### src/inc/isa_four_pkg.sv
// Purpose: Shared constants and carriers for the instruction set attribute register four
// Assumes: One 200 MHz clock domain, answers one cycle after a request
// Notes: Every field value and encoding of the register is defined here; the field assertions and the testbench repeat them by hand
`default_nettype none
package isa_four_pkg;

  // System control coprocessor encoding that selects the register
  localparam logic [3:0] CP_NUM = 4'hF;
  localparam logic [2:0] CP_OPC1 = 3'h0;
  localparam logic [3:0] CP_CRN = 4'h0;
  localparam logic [3:0] CP_CRM = 4'h2;
  localparam logic [2:0] CP_OPC2 = 3'h4;

  // Privilege levels as carried on the request
  localparam logic [1:0] PL_ZERO = 2'h0;
  localparam logic [1:0] PL_ONE = 2'h1;

  // Field geometry
  localparam int FIELD_W = 4;
  localparam int FIELD_CNT = 8;
  localparam int SWAP_LOCK_LSB = 28;
  localparam int MPROFILE_LSB = 24;
  localparam int SYNC_PRIM_LSB = 20;
  localparam int FENCE_LSB = 16;
  localparam int SECURE_CALL_LSB = 12;
  localparam int WRITEBACK_LSB = 8;
  localparam int SHIFTED_LSB = 4;
  localparam int UNPRIV_LSB = 0;

  // Field values, top field first
  localparam logic [3:0] SWAP_LOCK_VAL = 4'h1;
  localparam logic [3:0] MPROFILE_VAL = 4'h0;
  localparam logic [3:0] SYNC_PRIM_VAL = 4'h0;
  localparam logic [3:0] FENCE_VAL = 4'h1;
  localparam logic [3:0] SECURE_CALL_VAL = 4'h1;
  localparam logic [3:0] WRITEBACK_VAL = 4'h1;
  localparam logic [3:0] SHIFTED_VAL = 4'h4;
  localparam logic [3:0] UNPRIV_VAL = 4'h2;
  localparam logic [7:0][3:0] ISA4_FIELDS = {SWAP_LOCK_VAL, MPROFILE_VAL, SYNC_PRIM_VAL,
    FENCE_VAL, SECURE_CALL_VAL, WRITEBACK_VAL, SHIFTED_VAL, UNPRIV_VAL};
  localparam logic [31:0] ISA4_VALUE = 32'h1001_1142;
  localparam logic [31:0] DATA_ZERO = 32'h0000_0000;

  typedef struct packed {
    logic valid;
    logic write;
    logic [3:0] cp_num;
    logic [2:0] opc1;
    logic [3:0] crn;
    logic [3:0] crm;
    logic [2:0] opc2;
    logic [1:0] priv;
    logic secure;
    logic [31:0] wdata;
  } cp_req_t;

  typedef struct packed {
    logic valid;
    logic hit;
    logic undef;
    logic [31:0] rdata;
  } cp_rsp_t;

  localparam cp_rsp_t RSP_IDLE = '{valid: 1'b0, hit: 1'b0, undef: 1'b0, rdata: 32'h0000_0000};

  // True when the request names this register's coprocessor encoding
  function automatic logic enc_match(input cp_req_t req);
    enc_match = (req.cp_num == CP_NUM) && (req.opc1 == CP_OPC1) && (req.crn == CP_CRN)
      && (req.crm == CP_CRM) && (req.opc2 == CP_OPC2);
  endfunction

  // Privilege level one or higher may touch the register
  function automatic logic priv_ok(input logic [1:0] priv);
    priv_ok = (priv >= PL_ONE);
  endfunction

endpackage
`default_nettype wire

### src/core/isa_four_fields.sv
// Purpose: Assembles the constant attribute word from its eight fields
// Assumes: Field values are fixed in the package
// Notes: No storage, so neither reset nor writes can alter the word
`timescale 1ns/1ps
`default_nettype none
module isa_four_fields
  import isa_four_pkg::*;
(
  output logic [31:0] value
);

  // One nibble per field; the same word in every build
  genvar g;
  generate
    for (g = 0; g < FIELD_CNT; g++)
    begin : g_field
      assign value[g*FIELD_W +: FIELD_W] = ISA4_FIELDS[g];
    end
  endgenerate

endmodule // isa_four_fields
`default_nettype wire

### src/core/sysctl_access_check.sv
// Purpose: Decodes a coprocessor access and judges whether it may proceed
// Assumes: Request fields are stable while valid is high
// Notes: Purely combinational; the caller registers the outcome
`timescale 1ns/1ps
`default_nettype none
module sysctl_access_check
  import isa_four_pkg::*;
(
  input wire cp_req_t req,
  output logic hit,
  output logic read_ok,
  output logic refuse
);

  always_comb
  begin
    hit = req.valid && enc_match(req);
    // Security state is deliberately not examined: one shared copy
    read_ok = hit && !req.write && priv_ok(req.priv);
    // A write is never honoured, it is flagged instead
    refuse = hit && (req.write || !priv_ok(req.priv));
  end

endmodule // sysctl_access_check
`default_nettype wire

### src/core/isa_attribute_id_reg_four.sv
// Purpose: Read-only instruction set attribute register four behind the
//   system control coprocessor access port
// Assumes: One request per cycle at most; inputs synchronous to clk_sys
// Notes: The answer follows each request by exactly one cycle; the register
//   word itself is wired constant and has no flip-flops
//
// How it works
// - Secure and non-secure readers see the same single copy.
// - Access is allowed only at privilege level one or higher.
// - Register is present, unchanged, in every build.
// - Coprocessor fifteen read, opc1 0, c0, c2, opc2 4, returns the word.
// - Bits 31 to 28 read 0x1: swap only in a uniprocessor context.
// - Bits 27 to 24 read 0x0: no m-profile status register operations.
// - Bits 23 to 20 read 0x0: full exclusive load/store family.
// - Bits 19 to 16 read 0x1: all three fence instructions.
// - Bits 15 to 12 read 0x1: secure monitor call present.
// - Bits 11 to 8 read 0x1: all writeback addressing modes.
// - Bits 7 to 4 read 0x4: shifted operand encoding.
// - Bits 3 to 0 read 0x2: unprivileged load/store encoding.
`timescale 1ns/1ps
`default_nettype none
module isa_attribute_id_reg_four
  import isa_four_pkg::*;
(
  input wire logic clk_sys,
  input wire logic rst,
  input wire cp_req_t cp_req,
  output var cp_rsp_t cp_rsp
);

  ////////////////////////////////////////////////////////////////////////////
  // Constant word and access decode

  logic [31:0] isa_value;
  logic hit;
  logic read_ok;
  logic refuse;
  cp_rsp_t rsp_reg;
  cp_rsp_t rsp_next;

  isa_four_fields u_fields
  (
    .value (isa_value)
  );

  sysctl_access_check u_check
  (
    .req (cp_req),
    .hit (hit),
    .read_ok (read_ok),
    .refuse (refuse)
  );

  ////////////////////////////////////////////////////////////////////////////
  // Answer register

  always_comb
  begin
    rsp_next.valid = cp_req.valid;
    rsp_next.hit = hit;
    rsp_next.undef = refuse;
    // Refused accesses read zero so nothing leaks to unprivileged code
    rsp_next.rdata = read_ok ? isa_value : DATA_ZERO;
  end

  // Reset clears only the answer; the word comes from wiring
  always_ff @(posedge clk_sys)
  begin
    if (rst)
    begin
      rsp_reg <= RSP_IDLE;
    end
    else
    begin
      rsp_reg <= rsp_next;
    end
  end

  assign cp_rsp = rsp_reg;

  // Helper: last cycle carried a granted read
  logic good_read_reg;

  always_ff @(posedge clk_sys)
  begin
    if (rst)
    begin
      good_read_reg <= 1'b0;
    end
    else
    begin
      good_read_reg <= cp_req.valid && enc_match(cp_req) && !cp_req.write
        && priv_ok(cp_req.priv);
    end
  end

  // Helper: last cycle carried a write aimed at this register
  logic write_seen_reg;

  always_ff @(posedge clk_sys)
  begin
    if (rst)
    begin
      write_seen_reg <= 1'b0;
    end
    else
    begin
      write_seen_reg <= cp_req.valid && enc_match(cp_req) && cp_req.write;
    end
  end
endmodule // isa_attribute_id_reg_four
`default_nettype wire

### config.mk
export PLATFORM = sky130hd
export DESIGN_NAME = isa_attribute_id_reg_four
export DESIGN_NICKNAME = d
export VERILOG_FILES = /design/src/inc/isa_four_pkg.sv /design/src/core/isa_four_fields.sv /design/src/core/sysctl_access_check.sv /design/src/core/isa_attribute_id_reg_four.sv
export SDC_FILE = /design/constraint.sdc
export NUM_CORES = 1
export LEC_CHECK = 0
export BUFFER_PORTS_ARGS = -buffer_cell sky130_fd_sc_hd__buf_4
export CAP_MARGIN = 20
export CORE_UTILIZATION = 24
export CTS_CLUSTER_DIAMETER = 200
export DETAILED_ROUTE_END_ITERATION = 10
export PLACE_DENSITY = 0.95
export SETUP_SLACK_MARGIN = 0.15
export SLEW_MARGIN = 20
export SYNTH_ARGS = -nofsm -noshare
export SYNTH_HDL_FRONTEND = slang
export SYNTH_SLANG_ARGS = --single-unit
### constraint.sdc
create_clock -name clk_sys -period 1.4 [get_ports clk_sys]
set_input_delay 0.21 -clock clk_sys [delete_from_list [all_inputs] [get_ports clk_sys]]
set_output_delay 0.21 -clock clk_sys [all_outputs]
set_load 0.02 [all_outputs]
==> metrics.md, run 1 <==
| Metric | Value |
|---|---|
| Outcome | `finished, final reports clean` |
| Row count | `14` |
| Cell chain of the critical path | `buf_4` |
| Post-CTS sizing | `0` |
| CTS Buf Count | `3` |
| Cts hold-fix bufs | `0` |
| Min-delay src | `cp_req[53]` |
| Cells after DPL | `91` |
| Critical-path top delay cell | `dfxtp_1` |
| Core Util, Final | `35.80%` |
| Die X | `43.23 um` |
| Final global-route overflow total | `0` |
| DRT antenna net count | `0` |
| Fmax | `0.9836 GHz` |
| Layout cell share with drive strength beyond 1 | `47.44%` |
| CTS Buffer Depth | `2` |
| Clk slew on worst S/H paths | `0.04 ns` |
| Buffers added on ports | `32` |
| Cell family with most CP delay | `flip-flops` |
| Final setup vio count | `0` |
| Max-cap violations | `0` |
| CP Class | `reg -> out` |
| Placement Setup Slack | `0.3037 ns` |
| Die Area | `0.001868 mm^2` |
| Drt first pass iters | `1` |
| Power Total | `0.3838 mW` |
| CTS tree | `done` |
| Max FFs per register | `4` |
| Final Slew Violations | `0` |
| Final Cycle Share | `72.62%` |
| HP Class | `in -> reg` |
| Initial DRC count | `0` |
| Final wirelength | `746 um` |
| Final Wtd Congestion | `0.5288` |
| RSZ-0062 raised after global routing | `no` |
| Post-Syn Instances | `49` |
| Num ports | `92` |
| Pwr Density | `695.6 mW/mm^2` |
| Final Hold Viols | `0` |
| GRT Util Overall | `6.742%` |
| Startpoint types | `register` |
| CP required | `1.19 ns` |
| Commonest cells after routing, fill and taps aside | `buf_4, conb_1, dfxtp_1` |
| Vias | `341` |
| Routed len/inst | `7.936 um` |
| Initial antenna violation count | `0` |
| Post-layout min period | `1.017 ns` |
| Post-Layout Cell Count | `94` |
| Commonest non-fill, non-tap cell in the layout | `buf_4` |
| Initial Utilization | `26.46%` |
| Postcts setup bufs | `0` |
| Netlist cell types | `13` |
| Drc violations | `0` |
| Pleak | `0.3084 nW` |
| Buf+Inv Stages, Crit Path | `1` |
| Mapped Avg Cell Area | `8.324 um^2` |
| Post-synthesis sequential area ratio | `19.63%` |
| Nets | `137` |
| Critical path origin | `cp_rsp[16]` |
| VDD IR max | `0.2222 mV` |
| H-tree Lvls | `1` |
| Clk sink count | `4` |
| Max Fanout on Critical Path | `6` |
| CORE AREA | `0.001541 mm^2` |
| Largest net degree at the start of global routing | `7` |
| Diode count | `0` |
| CP endpoint kind | `output port` |
| Synth warn | `0` |
| Die Y | `43.23 um` |
| Via density | `3.628` |
| Max stage delay on crit path | `0.40 ns` |
| Layout area overhead | `35.28%` |
| Final setup TNS | `0 ns` |
| Clock Tree Root | `clkbuf_4` |
| Number of global-route vias before repair | `251` |
| CP arrival | `0.81 ns` |
| Synth Cell Area | `407.9 um^2` |
| Number of synthesized register bits | `4` |
| First-pass GRT wire length | `903 um` |
| Setup ws final | `0.3833 ns` |
==> worst paths after layout <==
| kind | to | cells after the start | slack, ns |
|---|---|---|---|
| worst max-delay path | cp_rsp[6] | 1 | 0.38 |
| worst min-delay path | cp_rsp[16] | 2 | 0.14 |
==> synthesized netlist by cell type <==
library cell / count / area share (%)
buf_4: 31 / 57
dfxtp_1: 4 / 20
nor2_1: 3 / 2.8
nor2b_1: 2 / 3.1
and4b_1: 1 / 2.5
conb_1: 1 / 0.92
nand2_1: 1 / 0.92
nand4_1: 1 / 1.5
nor3_1: 1 / 1.2
nor4_1: 1 / 1.5
nor4_2: 1 / 3.1
nor4b_1: 1 / 2.1
nor4b_2: 1 / 3.7
==> where the power goes <==
part / internal (mW) / total [mW] / switching (mW)
clock: 0.0959 / 0.144 / 0.0478
sequential: 0.116 / 0.117 / 0.000354
combinational: 0.0469 / 0.124 / 0.0767
total: 0.259 / 0.384 / 0.125
==> metrics by stage <==
step / area, um^2 / hold slack (ns)
after floorplan: 501.7 / 0.2810
after global placement: 529.3 / 0.3840
after detailed placement: 529.3 / 0.3860
after CTS: 551.8 / 0.1384
after global routing: 551.8 / 0.1512
final: 551.8 / 0.1422
==> cell type report <==
type                       instances  area (um^2)
timing repair buffer              32        240.2
sequential                         4        80.08
tap                               16        20.02
multi-input combinational         39        188.9
clock buffer                       3        22.52
fill                             158        989.7
==> metal layers <==
metal / track usage (%) / share of wire [%] / vias up
met5: 0 / 0 / -
met4: 7.273 / 2.5 / 0
met3: 3.404 / 21 / 2
met2: 12.24 / 53 / 35
met1: 4.337 / 23 / 144
li1: - / - / 160
==> kinds of logic (layout without fill, tap and decap cells) <==
logic type | after synthesis | in the layout | share of synthesized area (%)
simple gates | 13 | 13 | 22.39
flops | 4 | 4 | 19.63
buf+inv | 31 | 35 | 57.05
other cells | 1 | 26 | 0.9194
Power figures use the tool's default switching activity.
==> run 2: changes to the inputs <==
--- a/config.mk
+++ b/config.mk
@@ -5,12 +5,13 @@
 export SDC_FILE = /design/constraint.sdc
 export NUM_CORES = 1
 export LEC_CHECK = 0
+export ABC_AREA = 1
 export BUFFER_PORTS_ARGS = -buffer_cell sky130_fd_sc_hd__buf_4
 export CAP_MARGIN = 20
-export CORE_UTILIZATION = 24
+export CORE_UTILIZATION = 23
 export CTS_CLUSTER_DIAMETER = 200
 export DETAILED_ROUTE_END_ITERATION = 10
-export PLACE_DENSITY = 0.95
+export PLACE_DENSITY = 0.9
 export SETUP_SLACK_MARGIN = 0.15
 export SLEW_MARGIN = 20
 export SYNTH_ARGS = -nofsm -noshare
==> constraint.sdc (replaced) <==
create_clock -name clk_sys -period 1.05 [get_ports clk_sys]
set_input_delay 0.1575 -clock clk_sys [delete_from_list [all_inputs] [get_ports clk_sys]]
set_output_delay 0.1575 -clock clk_sys [all_outputs]
set_load 0.02 [all_outputs]
==> metrics.md, run 2 <==
| Metric | Value |
|---|---|
| Initial antenna violation count | `0 (unchanged)` |
| Commonest cells post-synth | `buf_4, nor2_1, inv_1, nand2_1, dfxtp_1` |
| Pwr Density | `860.9 mW/mm^2 (+24%)` |
| Final Slew Violations | `0 (unchanged)` |
| Number of global-route vias before repair | `252 (+0.40%)` |
| Post-synth top area cell | `buf_4` |
| RSZ-0062 raised after global routing | `yes` |
| Commonest non-fill, non-tap cell in the layout | `buf_4` |
| Multi-input logic area | `188.9 um^2 (unchanged)` |
| Final setup TNS | `0 ns (unchanged)` |
| H-tree Lvls | `1 (unchanged)` |
| Count leader, synth | `buf_4` |
| Area occupied by registers | `83.83 um^2 (+4.7%)` |
| Core Util, Final | `33.91% (-1.9 points)` |
| Synth Cell Area | `426.7 um^2 (+4.6%)` |
| Post-DP Area | `559.3 um^2 (+5.7%)` |
| Clock share of power | `35.8% (-1.6 points)` |
| Final Wtd Congestion | `0.5336 (+0.91%)` |
| Internal power | `0.3428 mW (+32%)` |
| Outcome | `finished, final reports clean` |
| Fmax | `1.124 GHz` |
| Cells after DPL | `113 (+24%)` |
| Post-Syn Instances | `62 (+27%)` |
| Layout area overhead | `37.24%` |
| CTS Buf Count | `3 (unchanged)` |
| Clock Tree Root | `clkbuf_4` |
| Cell family with most CP delay | `flip-flops` |
| CTS Buffer Depth | `2 (unchanged)` |
| Commonest cells after routing, fill and taps aside | `buf_4, conb_1, nor2_1` |
| Cell chain of the critical path | `buf_4` |
| Fillers | `195 (+23%)` |
| Final Hold Viols | `0 (unchanged)` |
| GRT Util Overall | `5.882% (-0.86 points)` |
| Post-route cell area | `585.6 um^2 (+6.1%)` |
| Final setup vio count | `0 (unchanged)` |
| Sw Share | `32.00% (-0.52 points)` |
| First-pass GRT wire length | `814 um (-9.9%)` |
| Mapped Avg Cell Area | `6.882 um^2 (-17%)` |
| Hold EP | `cp_rsp[34]` |
| Netlist cell types | `9 (-4)` |
| Startpoint types | `register` |
| HP Class | `in -> reg` |
| Drt first pass iters | `4 (+3)` |
| Initial DRC count | `9 (+9)` |
| Sw Pwr | `0.1613 mW (+29%)` |
| EDFF count, synth | `0 (unchanged)` |
| Nets | `150 (+9.5%)` |
| Max Fanout on Critical Path | `6 (unchanged)` |
| Clk slew on worst S/H paths | `0.04 ns (about the same)` |
| Drc violations | `0 (unchanged)` |
| Max FFs per register | `4 (unchanged)` |
| Buffers added on ports | `32 (unchanged)` |
| VDD IR max | `0.2185 mV (-1.7%)` |
| Die Y | `45.07 um (+4.3%)` |
| Number of synthesized register bits | `4 (unchanged)` |
| Max-cap violations | `0 (unchanged)` |
| Pleak | `0.3526 nW (+14%)` |
| Via density | `3.310 (-8.7%)` |
| Post-Layout Cell Count | `116 (+23%)` |
| Die X | `45.07 um (+4.3%)` |
| Final wirelength | `728 um (-2.4%)` |
| Post-layout min period | `0.8897 ns` |
| Layout cell share with drive strength beyond 1 | `42.86% (-4.6 points)` |
| Die Area | `0.002031 mm^2 (+8.7%)` |
| Num ports | `92 (unchanged)` |
| CP Class | `reg -> out` |
| Clk sink count | `4 (unchanged)` |
| Final Cycle Share | `84.73%` |
| Buf+Inv Stages, Crit Path | `1 (unchanged)` |
| Diode count | `0 (unchanged)` |
| CORE AREA | `0.001727 mm^2 (+12%)` |
| CP endpoint kind | `output port` |
| CP required | `0.89 ns (-0.30 ns)` |
| Share of total power in sequential cells | `30.3% (about the same)` |
| Max stage delay on crit path | `0.35 ns (-0.05 ns)` |
| Gate power share | `33.9% (+1.7 points)` |
| Ys async rst share | `0% (unchanged)` |
| Area share of the largest cell type after synthesis | `54.55% (-2.5 points)` |
| Final global-route overflow total | `0 (unchanged)` |
| DRT antenna net count | `0 (unchanged)` |
| Power Total | `0.5041 mW (+31%)` |
| Critical-path top delay cell | `dfxtp_4` |
| Largest net degree at the start of global routing | `7 (unchanged)` |
| Routed len/inst | `6.276 um (-21%)` |
| Row count | `15 (+1)` |
| Cts hold-fix bufs | `0 (unchanged)` |
| Top cells by area, synth | `buf_4, dfxtp_1, nor2_1, inv_1, nand2_1` |
| Vias | `384 (+13%)` |
| Min-delay src | `rst` |
| Synth Flop Type | `dfxtp_1` |
| Post-synthesis sequential area ratio | `18.77% (-0.86 points)` |
| CP arrival | `0.73 ns (-0.08 ns)` |
| Detailed Place HPWL | `628.3 um` |
| Hold Crit Depth | `2 (unchanged)` |
| Synth warn | `0 (unchanged)` |
| CTS tree | `done` |
| Initial Utilization | `24.71% (-1.8 points)` |
-- run 2: through the flow --
stage,hold WS [ns],worst slack [ns]
after global placement,0.3234,0.2551
after CTS,0.08329,0.1503
after floorplan,0.2307,0.2113
after global routing,0.08319,0.1455
after detailed placement,0.3245,0.2545
final,0.09246,0.1603
-- run 2: repair_timing --
action | in CTS | in global routing
setup endpoints to repair | 6 | 6
gates resized for setup | 2 | 0
buffers inserted | 0 | 0
-- run 2: layer usage --
layer  vias up  GRT usage, %  part of all wire [%]
met4         0         7.273                     0
li1        184             -                     -
met3         0         1.200                    15
met2        31         11.30                    58
met5         -             0                     0
met1       169         4.126                    28
-- run 2: how the worst max path moves through the flow --
| stage | start | slack (ns) | depth (start not counted) | endpoint |
|---|---|---|---|---|
| after global placement | cp_req[44] | 0.26 | 6 | cp_rsp[16] |
| after CTS | cp_rsp[16] | 0.15 | 1 | cp_rsp[12] |
| after global routing | cp_rsp[16] | 0.15 | 1 | cp_rsp[16] |
| after detailed placement | cp_req[44] | 0.25 | 6 | cp_rsp[32] |
| after floorplan | cp_rsp[16] | 0.21 | 1 | cp_rsp[12] |
| final | cp_rsp[16] | 0.16 | 1 | cp_rsp[12] |
-- run 2: layout make-up --
class,instances,share of cell area (%)
inverter,5,3.205
sequential,4,14.32
multi-input combinational,47,32.26
tap,25,5.342
timing repair buffer,32,41.03
clock buffer,3,3.846
-- run 2: cells by family (layout without fill, tap and decap cells) --
family / Yosys count / in the layout / synth area share (%)
buffers and inverters: 36 / 40 / 58.94
AND/OR/NAND/NOR: 21 / 21 / 21.41
other: 1 / 26 / 0.8789
flip-flops: 4 / 4 / 18.77
-- run 2: power groups by stage --
stage / Sequential [mW] / Combinational, mW / Clock [mW]
6_report: 0.153 / 0.171 / 0.180
3_5_place_dp: 0.158 / 0.169 / 0
5_1_grt: 0.153 / 0.184 / 0.197
4_1_cts: 0.153 / 0.170 / 0.190
2_1_floorplan: 0.160 / 0.172 / 0
3_3_place_gp: 0.158 / 0.167 / 0
